## config.mk

```make
export PLATFORM = sky130hd
export DESIGN_NAME = pfsb_top
export DESIGN_NICKNAME = d
export VERILOG_FILES = /design/src/include/pfsb_pkg.sv /design/src/include/pfsb_reg_if.sv /design/src/verilog/pfsb_flag_byte.sv /design/src/verilog/pfsb_top.sv /design/src/verilog/pfsb_wb_slave.sv
export SDC_FILE = /design/constraint.sdc
export NUM_CORES = 1
export LEC_CHECK = 0
export BUFFER_PORTS_ARGS = -buffer_cell sky130_fd_sc_hd__buf_2
export CORE_MARGIN = 2
export CORE_UTILIZATION = 51
export CTS_CLUSTER_SIZE = 10
export DETAILED_ROUTE_END_ITERATION = 12
export PLACE_DENSITY = 0.81
export SKIP_LAST_GASP = 1
export SLEW_MARGIN = 20
export SYNTH_ARGS = -nofsm -noshare
export SYNTH_HDL_FRONTEND = slang
export SYNTH_HIERARCHICAL = 1
export SYNTH_SLANG_ARGS = --single-unit
```

## constraint.sdc

```tcl
create_clock -name clk_i -period 2.9 [get_ports clk_i]
set_input_delay 0.29 -clock clk_i [delete_from_list [all_inputs] [get_ports clk_i]]
set_output_delay 0.29 -clock clk_i [all_outputs]
set_load 0.01 [all_outputs]
```

## src/include/pfsb_pkg.sv

```systemverilog
// Package of offsets, field positions and reset values of the status bank
package pfsb_pkg;

    localparam int ADDR_WIDTH = 8;
    localparam int DATA_WIDTH = 32;
    localparam int BYTE_WIDTH = 8;

    // Register byte addresses on the bus
    localparam logic [7:0] OFF_SAFETY_ALERT_THIRD = 8'h00;
    localparam logic [7:0] OFF_SAFETY_FAULT_THIRD = 8'h04;
    localparam logic [7:0] OFF_PERMANENT_ALERT_FIRST = 8'h08;
    localparam logic [7:0] OFF_PERMANENT_FAULT_FIRST = 8'h0C;
    localparam logic [7:0] OFF_PERMANENT_ALERT_SECOND = 8'h10;
    localparam logic [7:0] OFF_PERMANENT_FAULT_SECOND = 8'h14;
    localparam logic [7:0] OFF_SAFETY_ENABLE = 8'h18;
    localparam logic [7:0] OFF_PERMANENT_ENABLE_FIRST = 8'h1C;
    localparam logic [7:0] OFF_PERMANENT_ENABLE_SECOND = 8'h20;

    // Safety third bytes
    localparam int BIT_DISCHARGE_OVERCURRENT_TIER3 = 7;
    localparam int BIT_DISCHARGE_SHORT_LATCH = 6;
    localparam int BIT_DISCHARGE_OVERCURRENT_LATCH = 5;
    localparam int BIT_CELL_OVERVOLTAGE_LATCH = 4;
    localparam int BIT_PRECHARGE_TIMEOUT_SUSPEND = 3;
    localparam int BIT_PRECHARGE_TIMEOUT_FAULT = 2;
    localparam int BIT_HOST_WATCHDOG_FAULT = 1;

    // Permanent-fail first bytes
    localparam int BIT_COPPER_DEPOSITION_FAIL = 7;
    localparam int BIT_SAFETY_FET_OVERTEMP_FAIL = 6;
    localparam int BIT_SAFETY_OVERTEMP_FAIL = 4;
    localparam int BIT_SAFETY_DISCHARGE_OVERCURRENT_FAIL = 3;
    localparam int BIT_SAFETY_CHARGE_OVERCURRENT_FAIL = 2;
    localparam int BIT_SAFETY_CELL_OVERVOLTAGE_FAIL = 1;
    localparam int BIT_SAFETY_CELL_UNDERVOLTAGE_FAIL = 0;

    // Permanent-fail second bytes
    localparam int BIT_DISCHARGE_SHORT_LATCH_FAIL = 7;
    localparam int BIT_IMBALANCE_ACTIVE_FAIL = 4;
    localparam int BIT_IMBALANCE_REST_FAIL = 3;
    localparam int BIT_SECOND_LEVEL_PROTECTOR_FAIL = 2;
    localparam int BIT_DISCHARGE_SWITCH_FAIL = 1;
    localparam int BIT_CHARGE_SWITCH_FAIL = 0;

    // Reserved positions, read as zero
    localparam logic [7:0] RSVD_SAFETY_ALERT_THIRD = 8'h07;
    localparam logic [7:0] RSVD_SAFETY_FAULT_THIRD = 8'h09;
    localparam logic [7:0] RSVD_PERMANENT_FIRST = 8'h20;
    localparam logic [7:0] RSVD_PERMANENT_SECOND = 8'h60;

    // Enable registers: implemented bits and reset values
    localparam logic [7:0] MASK_SAFETY_ENABLE = 8'hF6;
    localparam logic [7:0] RESET_SAFETY_ENABLE = 8'hF6;
    localparam logic [7:0] RESET_PERMANENT_ENABLE_FIRST = 8'hDF;
    localparam logic [7:0] RESET_PERMANENT_ENABLE_SECOND = 8'h9F;

    localparam logic [7:0] RESET_FLAGS = 8'h00;
    localparam logic [31:0] RESET_DATA = 32'h00000000;

endpackage

```

## src/include/pfsb_reg_if.sv

```systemverilog
// Internal register access path between bus slave and register bank
`timescale 1ns/1ns
interface pfsb_reg_if;
    logic wr_stb;
    logic [7:0] addr;
    logic [7:0] wdata;
    logic [7:0] rdata;

    modport bus (
        output wr_stb,
        output addr,
        output wdata,
        input rdata
    );

    modport regs (
        input wr_stb,
        input addr,
        input wdata,
        output rdata
    );
endinterface

```

## src/verilog/pfsb_flag_byte.sv

```systemverilog
// One status byte: flag set where enabled and triggered, reserved bits zero
`timescale 1ns/1ns
module pfsb_flag_byte #(
    parameter logic [7:0] RESERVED_MASK = 8'h00
) (
    input wire logic clk_i,
    input wire logic rst_i,
    input wire logic [7:0] cond_i,
    input wire logic [7:0] en_i,
    output logic [7:0] flags_o
);
    import pfsb_pkg::*;

    typedef struct packed {
        logic [7:0] flags;
    } pfsb_byte_state_type;

    pfsb_byte_state_type state;
    pfsb_byte_state_type next_state;

    always_comb begin
        next_state = state;
        // Level follows the condition: 1 while triggered, 0 otherwise
        next_state.flags = cond_i & en_i & ~RESERVED_MASK;
    end

    always_ff @(posedge clk_i) begin
        if (rst_i) begin
            state <= '{flags: RESET_FLAGS};
        end else begin
            state <= next_state;
        end
    end

    assign flags_o = state.flags;
endmodule

```

## src/verilog/pfsb_top.sv

```systemverilog
// Protection alert and fault status bank with Wishbone register access
// Notes on behaviour
// Safety alert only when enabled and detected; bit 3 (suspend) is shown whatever the enables say
// Alert third byte bit 7: tier-3 overcurrent
// Bits 6,5,4: short, overcurrent, overvoltage latches
// Bit 3 follows precharge timeout suspension
// Fault third byte: 7,6,5,4,2,1 confirmed faults
// Permanent alerts per enabled check, separate faults
// First bytes: copper 7, FET temp 6, temp 4
// First bytes: discharge 3, charge 2, OV 1, UV 0
// Second bytes: short latch 7, imbalance 4, 3
// Second bytes: protector 2, discharge 1, charge 0
// Alert flag reads 1 triggered, 0 not
// Fault flag reads 1 triggered, 0 otherwise
// Reserved bits always read zero
`timescale 1ns/1ns
module pfsb_top (
    input wire logic clk_i,
    input wire logic rst_i,
    input wire logic cyc_i,
    input wire logic stb_i,
    input wire logic we_i,
    input wire logic [pfsb_pkg::ADDR_WIDTH-1:0] adr_i,
    input wire logic [3:0] sel_i,
    input wire logic [pfsb_pkg::DATA_WIDTH-1:0] dat_i,
    output logic ack_o,
    output logic [pfsb_pkg::DATA_WIDTH-1:0] dat_o,
    input wire logic discharge_overcurrent_tier3_alert_i,
    input wire logic discharge_short_latch_alert_i,
    input wire logic discharge_overcurrent_latch_alert_i,
    input wire logic cell_overvoltage_latch_alert_i,
    input wire logic precharge_timeout_suspend_i,
    input wire logic discharge_overcurrent_tier3_fault_i,
    input wire logic discharge_short_latch_fault_i,
    input wire logic discharge_overcurrent_latch_fault_i,
    input wire logic cell_overvoltage_latch_fault_i,
    input wire logic precharge_timeout_fault_i,
    input wire logic host_watchdog_fault_i,
    input wire logic copper_deposition_fail_alert_i,
    input wire logic safety_fet_overtemp_fail_alert_i,
    input wire logic safety_overtemp_fail_alert_i,
    input wire logic safety_discharge_overcurrent_fail_alert_i,
    input wire logic safety_charge_overcurrent_fail_alert_i,
    input wire logic safety_cell_overvoltage_fail_alert_i,
    input wire logic safety_cell_undervoltage_fail_alert_i,
    input wire logic copper_deposition_fail_fault_i,
    input wire logic safety_fet_overtemp_fail_fault_i,
    input wire logic safety_overtemp_fail_fault_i,
    input wire logic safety_discharge_overcurrent_fail_fault_i,
    input wire logic safety_charge_overcurrent_fail_fault_i,
    input wire logic safety_cell_overvoltage_fail_fault_i,
    input wire logic safety_cell_undervoltage_fail_fault_i,
    input wire logic discharge_short_latch_fail_alert_i,
    input wire logic imbalance_active_fail_alert_i,
    input wire logic imbalance_rest_fail_alert_i,
    input wire logic second_level_protector_fail_alert_i,
    input wire logic discharge_switch_fail_alert_i,
    input wire logic charge_switch_fail_alert_i,
    input wire logic discharge_short_latch_fail_fault_i,
    input wire logic imbalance_active_fail_fault_i,
    input wire logic imbalance_rest_fail_fault_i,
    input wire logic second_level_protector_fail_fault_i,
    input wire logic discharge_switch_fail_fault_i,
    input wire logic charge_switch_fail_fault_i,
    output logic any_alert_o,
    output logic any_fault_o
);
    import pfsb_pkg::*;

    typedef struct packed {
        logic [7:0] safety_enable;
        logic [7:0] permanent_enable_first;
        logic [7:0] permanent_enable_second;
        logic any_alert;
        logic any_fault;
    } pfsb_top_state_type;

    pfsb_top_state_type state;
    pfsb_top_state_type next_state;

    pfsb_reg_if rbus ();

    logic [7:0] safety_alert_third_cond;
    logic [7:0] safety_alert_third_en;
    logic [7:0] safety_fault_third_cond;
    logic [7:0] permanent_alert_first_cond;
    logic [7:0] permanent_fault_first_cond;
    logic [7:0] permanent_alert_second_cond;
    logic [7:0] permanent_fault_second_cond;

    logic [7:0] safety_alert_third;
    logic [7:0] safety_fault_third;
    logic [7:0] permanent_alert_first;
    logic [7:0] permanent_fault_first;
    logic [7:0] permanent_alert_second;
    logic [7:0] permanent_fault_second;
    logic [7:0] alert_suspend_mask;

    // Gather the detector levels into their byte positions
    always_comb begin
        safety_alert_third_cond = 8'h00;
        safety_alert_third_cond[BIT_DISCHARGE_OVERCURRENT_TIER3] =
            discharge_overcurrent_tier3_alert_i;
        safety_alert_third_cond[BIT_DISCHARGE_SHORT_LATCH] =
            discharge_short_latch_alert_i;
        safety_alert_third_cond[BIT_DISCHARGE_OVERCURRENT_LATCH] =
            discharge_overcurrent_latch_alert_i;
        safety_alert_third_cond[BIT_CELL_OVERVOLTAGE_LATCH] =
            cell_overvoltage_latch_alert_i;
        safety_alert_third_cond[BIT_PRECHARGE_TIMEOUT_SUSPEND] =
            precharge_timeout_suspend_i;

        // Suspension is a state, shown whatever the enables say
        safety_alert_third_en = state.safety_enable;
        safety_alert_third_en[BIT_PRECHARGE_TIMEOUT_SUSPEND] = 1'b1;

        safety_fault_third_cond = 8'h00;
        safety_fault_third_cond[BIT_DISCHARGE_OVERCURRENT_TIER3] =
            discharge_overcurrent_tier3_fault_i;
        safety_fault_third_cond[BIT_DISCHARGE_SHORT_LATCH] =
            discharge_short_latch_fault_i;
        safety_fault_third_cond[BIT_DISCHARGE_OVERCURRENT_LATCH] =
            discharge_overcurrent_latch_fault_i;
        safety_fault_third_cond[BIT_CELL_OVERVOLTAGE_LATCH] =
            cell_overvoltage_latch_fault_i;
        safety_fault_third_cond[BIT_PRECHARGE_TIMEOUT_FAULT] =
            precharge_timeout_fault_i;
        safety_fault_third_cond[BIT_HOST_WATCHDOG_FAULT] =
            host_watchdog_fault_i;

        permanent_alert_first_cond = 8'h00;
        permanent_alert_first_cond[BIT_COPPER_DEPOSITION_FAIL] =
            copper_deposition_fail_alert_i;
        permanent_alert_first_cond[BIT_SAFETY_FET_OVERTEMP_FAIL] =
            safety_fet_overtemp_fail_alert_i;
        permanent_alert_first_cond[BIT_SAFETY_OVERTEMP_FAIL] =
            safety_overtemp_fail_alert_i;
        permanent_alert_first_cond[BIT_SAFETY_DISCHARGE_OVERCURRENT_FAIL] =
            safety_discharge_overcurrent_fail_alert_i;
        permanent_alert_first_cond[BIT_SAFETY_CHARGE_OVERCURRENT_FAIL] =
            safety_charge_overcurrent_fail_alert_i;
        permanent_alert_first_cond[BIT_SAFETY_CELL_OVERVOLTAGE_FAIL] =
            safety_cell_overvoltage_fail_alert_i;
        permanent_alert_first_cond[BIT_SAFETY_CELL_UNDERVOLTAGE_FAIL] =
            safety_cell_undervoltage_fail_alert_i;

        permanent_fault_first_cond = 8'h00;
        permanent_fault_first_cond[BIT_COPPER_DEPOSITION_FAIL] =
            copper_deposition_fail_fault_i;
        permanent_fault_first_cond[BIT_SAFETY_FET_OVERTEMP_FAIL] =
            safety_fet_overtemp_fail_fault_i;
        permanent_fault_first_cond[BIT_SAFETY_OVERTEMP_FAIL] =
            safety_overtemp_fail_fault_i;
        permanent_fault_first_cond[BIT_SAFETY_DISCHARGE_OVERCURRENT_FAIL] =
            safety_discharge_overcurrent_fail_fault_i;
        permanent_fault_first_cond[BIT_SAFETY_CHARGE_OVERCURRENT_FAIL] =
            safety_charge_overcurrent_fail_fault_i;
        permanent_fault_first_cond[BIT_SAFETY_CELL_OVERVOLTAGE_FAIL] =
            safety_cell_overvoltage_fail_fault_i;
        permanent_fault_first_cond[BIT_SAFETY_CELL_UNDERVOLTAGE_FAIL] =
            safety_cell_undervoltage_fail_fault_i;

        permanent_alert_second_cond = 8'h00;
        permanent_alert_second_cond[BIT_DISCHARGE_SHORT_LATCH_FAIL] =
            discharge_short_latch_fail_alert_i;
        permanent_alert_second_cond[BIT_IMBALANCE_ACTIVE_FAIL] =
            imbalance_active_fail_alert_i;
        permanent_alert_second_cond[BIT_IMBALANCE_REST_FAIL] =
            imbalance_rest_fail_alert_i;
        permanent_alert_second_cond[BIT_SECOND_LEVEL_PROTECTOR_FAIL] =
            second_level_protector_fail_alert_i;
        permanent_alert_second_cond[BIT_DISCHARGE_SWITCH_FAIL] =
            discharge_switch_fail_alert_i;
        permanent_alert_second_cond[BIT_CHARGE_SWITCH_FAIL] =
            charge_switch_fail_alert_i;

        permanent_fault_second_cond = 8'h00;
        permanent_fault_second_cond[BIT_DISCHARGE_SHORT_LATCH_FAIL] =
            discharge_short_latch_fail_fault_i;
        permanent_fault_second_cond[BIT_IMBALANCE_ACTIVE_FAIL] =
            imbalance_active_fail_fault_i;
        permanent_fault_second_cond[BIT_IMBALANCE_REST_FAIL] =
            imbalance_rest_fail_fault_i;
        permanent_fault_second_cond[BIT_SECOND_LEVEL_PROTECTOR_FAIL] =
            second_level_protector_fail_fault_i;
        permanent_fault_second_cond[BIT_DISCHARGE_SWITCH_FAIL] =
            discharge_switch_fail_fault_i;
        permanent_fault_second_cond[BIT_CHARGE_SWITCH_FAIL] =
            charge_switch_fail_fault_i;
    end

    pfsb_flag_byte #(
        .RESERVED_MASK(RSVD_SAFETY_ALERT_THIRD)
    ) u_safety_alert_third (
        .clk_i(clk_i),
        .rst_i(rst_i),
        .cond_i(safety_alert_third_cond),
        .en_i(safety_alert_third_en),
        .flags_o(safety_alert_third)
    );

    pfsb_flag_byte #(
        .RESERVED_MASK(RSVD_SAFETY_FAULT_THIRD)
    ) u_safety_fault_third (
        .clk_i(clk_i),
        .rst_i(rst_i),
        .cond_i(safety_fault_third_cond),
        .en_i(state.safety_enable),
        .flags_o(safety_fault_third)
    );

    pfsb_flag_byte #(
        .RESERVED_MASK(RSVD_PERMANENT_FIRST)
    ) u_permanent_alert_first (
        .clk_i(clk_i),
        .rst_i(rst_i),
        .cond_i(permanent_alert_first_cond),
        .en_i(state.permanent_enable_first),
        .flags_o(permanent_alert_first)
    );

    pfsb_flag_byte #(
        .RESERVED_MASK(RSVD_PERMANENT_FIRST)
    ) u_permanent_fault_first (
        .clk_i(clk_i),
        .rst_i(rst_i),
        .cond_i(permanent_fault_first_cond),
        .en_i(state.permanent_enable_first),
        .flags_o(permanent_fault_first)
    );

    pfsb_flag_byte #(
        .RESERVED_MASK(RSVD_PERMANENT_SECOND)
    ) u_permanent_alert_second (
        .clk_i(clk_i),
        .rst_i(rst_i),
        .cond_i(permanent_alert_second_cond),
        .en_i(state.permanent_enable_second),
        .flags_o(permanent_alert_second)
    );

    pfsb_flag_byte #(
        .RESERVED_MASK(RSVD_PERMANENT_SECOND)
    ) u_permanent_fault_second (
        .clk_i(clk_i),
        .rst_i(rst_i),
        .cond_i(permanent_fault_second_cond),
        .en_i(state.permanent_enable_second),
        .flags_o(permanent_fault_second)
    );

    pfsb_wb_slave u_wb_slave (
        .clk_i(clk_i),
        .rst_i(rst_i),
        .cyc_i(cyc_i),
        .stb_i(stb_i),
        .we_i(we_i),
        .adr_i(adr_i),
        .sel_i(sel_i),
        .dat_i(dat_i),
        .ack_o(ack_o),
        .dat_o(dat_o),
        .rbus(rbus.bus)
    );

    // Read decode; unmapped words read zero
    always_comb begin
        if (rbus.addr == OFF_SAFETY_ALERT_THIRD) begin
            rbus.rdata = safety_alert_third;
        end else if (rbus.addr == OFF_SAFETY_FAULT_THIRD) begin
            rbus.rdata = safety_fault_third;
        end else if (rbus.addr == OFF_PERMANENT_ALERT_FIRST) begin
            rbus.rdata = permanent_alert_first;
        end else if (rbus.addr == OFF_PERMANENT_FAULT_FIRST) begin
            rbus.rdata = permanent_fault_first;
        end else if (rbus.addr == OFF_PERMANENT_ALERT_SECOND) begin
            rbus.rdata = permanent_alert_second;
        end else if (rbus.addr == OFF_PERMANENT_FAULT_SECOND) begin
            rbus.rdata = permanent_fault_second;
        end else if (rbus.addr == OFF_SAFETY_ENABLE) begin
            rbus.rdata = state.safety_enable;
        end else if (rbus.addr == OFF_PERMANENT_ENABLE_FIRST) begin
            rbus.rdata = state.permanent_enable_first;
        end else if (rbus.addr == OFF_PERMANENT_ENABLE_SECOND) begin
            rbus.rdata = state.permanent_enable_second;
        end else begin
            rbus.rdata = 8'h00;
        end
    end

    // The suspend bit is not an alert and stays out of the summary
    assign alert_suspend_mask = 8'h01 << BIT_PRECHARGE_TIMEOUT_SUSPEND;

    always_comb begin
        next_state = state;
        // Enable writes; status bytes ignore writes
        if (rbus.wr_stb && rbus.addr == OFF_SAFETY_ENABLE) begin
            next_state.safety_enable = rbus.wdata & MASK_SAFETY_ENABLE;
        end else if (rbus.wr_stb && rbus.addr == OFF_PERMANENT_ENABLE_FIRST) begin
            next_state.permanent_enable_first =
                rbus.wdata & ~RSVD_PERMANENT_FIRST;
        end else if (rbus.wr_stb &&
                     rbus.addr == OFF_PERMANENT_ENABLE_SECOND) begin
            next_state.permanent_enable_second =
                rbus.wdata & ~RSVD_PERMANENT_SECOND;
        end
        next_state.any_alert = |(safety_alert_third & ~alert_suspend_mask) |
                               |permanent_alert_first |
                               |permanent_alert_second;
        next_state.any_fault = |safety_fault_third |
                               |permanent_fault_first |
                               |permanent_fault_second;
    end

    always_ff @(posedge clk_i) begin
        if (rst_i) begin
            state <= '{safety_enable: RESET_SAFETY_ENABLE,
                       permanent_enable_first: RESET_PERMANENT_ENABLE_FIRST,
                       permanent_enable_second: RESET_PERMANENT_ENABLE_SECOND,
                       any_alert: 1'b0,
                       any_fault: 1'b0};
        end else begin
            state <= next_state;
        end
    end

    assign any_alert_o = state.any_alert;
    assign any_fault_o = state.any_fault;
endmodule

```

## src/verilog/pfsb_wb_slave.sv

```systemverilog
// Classic Wishbone slave that answers every access one cycle after request
`timescale 1ns/1ns
module pfsb_wb_slave (
    input wire logic clk_i,
    input wire logic rst_i,
    input wire logic cyc_i,
    input wire logic stb_i,
    input wire logic we_i,
    input wire logic [7:0] adr_i,
    input wire logic [3:0] sel_i,
    input wire logic [31:0] dat_i,
    output logic ack_o,
    output logic [31:0] dat_o,
    pfsb_reg_if.bus rbus
);
    import pfsb_pkg::*;

    typedef struct packed {
        logic ack;
        logic [31:0] dat;
    } pfsb_slave_state_type;

    pfsb_slave_state_type state;
    pfsb_slave_state_type next_state;
    logic take;

    assign take = cyc_i & stb_i & ~state.ack;
    assign rbus.addr = {adr_i[7:2], 2'b00};
    assign rbus.wdata = dat_i[7:0];
    // Only the low lane carries register data
    assign rbus.wr_stb = take & we_i & sel_i[0];

    always_comb begin
        next_state = state;
        next_state.ack = take;
        if (take && !we_i) begin
            next_state.dat = {24'h000000, rbus.rdata};
        end else if (take) begin
            next_state.dat = RESET_DATA;
        end
    end

    always_ff @(posedge clk_i) begin
        if (rst_i) begin
            state <= '{ack: 1'b0, dat: RESET_DATA};
        end else begin
            state <= next_state;
        end
    end

    assign ack_o = state.ack;
    assign dat_o = state.dat;
endmodule
```

==> insert_results.sql <==
INSERT INTO impl_metrics (metric_group, metric, value, unit) VALUES
('power', 'power.density_cell_area', '531', 'nW/um^2'),
('placement', 'placed_cells_incl_taps', '512', ''),
('cts', 'h-tree-depth', '3', ''),
('grt', 'number_of_antenna_violations_at_the_first_check_in_global_routing', '0', ''),
('cts', 'cts_tree', 'yes', ''),
('finish', 'fillers', '606', ''),
('finish', 'layout.nets', '513', ''),
('critical_path', 'setup.worst_path.end_class', 'flop', ''),
('critical_path', 'worstSetupStartpointType', 'input pin', ''),
('cts', 'post_cts.repair.setup_buffers', '0', ''),
('sta', 'final_hold_viol_count', '0', ''),
('logic_synthesis', 'syn_inst', '383', ''),
('grt', 'globalRoute.busiestLayer', 'met2', ''),
('die', 'width_of_the_chip', '88', 'um'),
('cts', 'tritoncts_num_sinks', '67', ''),
('logic_synthesis', 'ys.warnings.count', '6', ''),
('cts', 'cts_resizes', '0', ''),
('sta', 'fin_hold_ws', '162', 'ps'),
('status', 'result_of_the_run', 'complete, no violations', ''),
('sta', 'finalCritPeriodShare', '0.688', ''),
('grt', 'met2_usage', '0.351', ''),
('min_path', 'hold_path_class', 'input pin to flop', ''),
('sta', 'worst_slew_margin_rel', '0.534', ''),
('cts', 'tritoncts.num_buffers', '9', ''),
('sta', 'fmax', '501', 'MHz'),
('critical_path', 'crit-reg2reg-capture', 'safety_alert_third_en[1]', ''),
('die', 'rows', '30', ''),
('die', 'ios', '121', ''),
('grt', 'global_route_wire_length_before_repair', '13300', 'um'),
('sta', 'report.final.slew_viol_count', '0', ''),
('finish', 'fraction_of_layout_instances_using_a_drive_strength_above_1', '0.252', ''),
('die', 'initial_utilization', '0.530', ''),
('finish', 'areaGrowthSynthToFinish', '10.5', '%'),
('logic_synthesis', 'syn_avg_cell_area', '9.40', 'sq um'),
('run', 'drv.max_cap_violation_count', '0', ''),
('sta', 'totalNegativeSetupSlack', '0', 'ps'),
('routing', 'post_drt_wl_per_cell', '15.9', 'um'),
('die', 'die_h', '88', 'um'),
('sta', 'worst_clock_skew', '10.7', 'ps'),
('finish', 'finish.cell_count_without_fillers', '528', ''),
('grt', 'grt_pass1_vias', '2688', ''),
('cts', 'cell_chosen_for_the_clock_root', 'sky130_fd_sc_hd__clkbuf_8', ''),
('critical_path', 'crit_type', 'input pin to flop', ''),
('grt', 'gr-usage-met1', '0.303', ''),
('critical_path', 'cp.required', '3190', 'ps'),
('finish', 'layout_common_cells', 'sky130_fd_sc_hd__dfxtp_1 (67), sky130_fd_sc_hd__buf_2 (67), sky130_fd_sc_hd__and3b_1 (38), sky130_fd_sc_hd__conb_1 (38), sky130_fd_sc_hd__nor2_1 (28)', ''),
('routing', 'dr_total_vias', '2887', ''),
('critical_path', 'worst-r2r-setup-slack', '920', 'ps'),
('cts', 'post_cts_hold_buffer_count', '0', ''),
('placement', 'placement.io_buffers', '67', ''),
('routing', 'detail-route-antenna-nets', '0', ''),
('grt', 'pin_count_of_the_biggest_net_entering_global_routing', '46', ''),
('cts', 'insertion_delay', '360', 'ps'),
('die', 'design.core.area', '6790', 'sq um'),
('finish', 'multi_input_area', '1840', 'sq um'),
('cts', 'clk_path_buf_depth', '2', ''),
('placement', 'dp.final_hpwl', '6130', 'um'),
('min_path', 'hold_crit_depth', '2', ''),
('critical_path', 'worstReg2RegStart', 'u_wb_slave/ack_o', ''),
('critical_path', 'r2r_cells', '5', ''),
('finish', 'n_antenna_cell', '0', ''),
('cts', 'worst_setup_hold_path_clk_slew', '80', 'ps'),
('min_path', 'startpoint_of_the_most_critical_hold_path', 'safety_cell_overvoltage_fail_fault_i', ''),
('critical_path', 'worstPathArrival', '2290', 'ps'),
('grt', 'gr-total-overflow', '0', ''),
('finish', 'sequential_cell_area', '1340', 'sq um'),
('routing', 'drt_pass1_iterations', '5', ''),
('grt', 'groute.usage.overall', '0.229', ''),
('power', 'irDropWorstVdd', '0.268', 'mV'),
('placement', 'gp_congestion', '0.910', ''),
('routing', 'detail_route.iter0.violations', '208', ''),
('routing', 'viasPerCell', '5.47', ''),
('grt', 'met3_grt_util', '0.0556', ''),
('critical_path', 'cp_max_fo', '6', ''),
('logic_synthesis', 'synth.cell_area', '3600', 'sq um'),
('min_path', 'min_to', 'u_permanent_fault_first/flags_o[1]', ''),
('routing', 'drc_viols', '0', ''),
('sta', 'rsz0062_at_grt', 'no', ''),
('power', 'power.leakage', '1.80', 'nW'),
('sta', 'min_period', '2000', 'ps'),
('die', 'die_area', '7740', 'sq um'),
('sta', 'finalSetupViolations', '0', ''),
('sta', 'timing_worst_slew_pin_value', '699', 'ps'),
('routing', 'finalWirelength', '8390', 'um');
worst max path at each step:
| stage | start | to | slack, ps | cells after the start |
|---|---|---|---|---|
| floorplan | adr_i[7] | u_wb_slave/dat_o[4] | 750 | 8 |
| global placement | adr_i[7] | u_wb_slave/dat_o[4] | 600 | 7 |
| detailed placement | adr_i[7] | u_wb_slave/dat_o[4] | 560 | 7 |
| CTS | u_wb_slave/ack_o | safety_alert_third_en[1] | 910 | 5 |
| global route | u_wb_slave/ack_o | safety_alert_third_en[1] | 810 | 5 |
| finish | adr_i[7] | u_wb_slave/dat_o[4] | 900 | 7 |
through the flow:
| step | worst slack, ps | power (mW) | area (sq um) | util |
|---|---|---|---|---|
| after floorplan | 750 | 1.17 | 3710 | - |
| after global placement | 603 | 1.18 | 3730 | 0.550 |
| after detailed placement | 557 | 1.19 | 3730 | 0.550 |
| after CTS | 908 | 2.12 | 3980 | 0.585 |
| after global routing | 808 | 2.18 | 3980 | 0.585 |
| final | 905 | 2.11 | 3980 | 0.585 |
state kept, by name, indices dropped and copies added (netlist names):
| name | cells |
|---|---|
| state | 13 |
| u_permanent_alert_first/flags_o | 7 |
| u_wb_slave/ack_o | 1 |
| u_safety_alert_third/flags_o | 5 |
| any_fault_o | 1 |
| u_permanent_fault_second/flags_o | 6 |
| u_permanent_fault_first/flags_o | 7 |
| safety_alert_third_en | 6 |
| u_wb_slave/dat_o | 8 |
| u_safety_fault_third/flags_o | 6 |
| any_alert_o | 1 |
| u_permanent_alert_second/flags_o | 6 |
area by class of cell:
type,count,area share
Clock buffer,10,0.0321
Clock inverter,6,0.0283
Inverter,11,0.0104
Multi-Input combinational cell,264,0.464
Sequential cell,67,0.337
Tap cell,96,0.0302
Timing Repair Buffer,74,0.0976
critical path: stages:
cell	delay, ps
sky130_fd_sc_hd__buf_2	140
sky130_fd_sc_hd__or4_1	690
sky130_fd_sc_hd__a211oi_2	280
sky130_fd_sc_hd__mux4_2	280
sky130_fd_sc_hd__o22a_1	140
sky130_fd_sc_hd__or3b_1	340
sky130_fd_sc_hd__mux2i_1	120
routing by layer:
| layer | part of all wire | wire length, um |
|---|---|---|
| met5 | 0 | 0 |
| met4 | 0.026 | 221 |
| met3 | 0.072 | 601 |
| met2 | 0.44 | 3660 |
| met1 | 0.47 | 3910 |
where the power goes:
part	total, mW	switching (mW)	leakage (nW)	internal, mW
clock	0.939	0.365	0.121	0.574
combinational	0.202	0.112	1.13	0.0896
sequential	0.970	0.0196	0.552	0.950
total	2.11	0.497	1.80	1.61
Power figures use the tool's default switching activity.
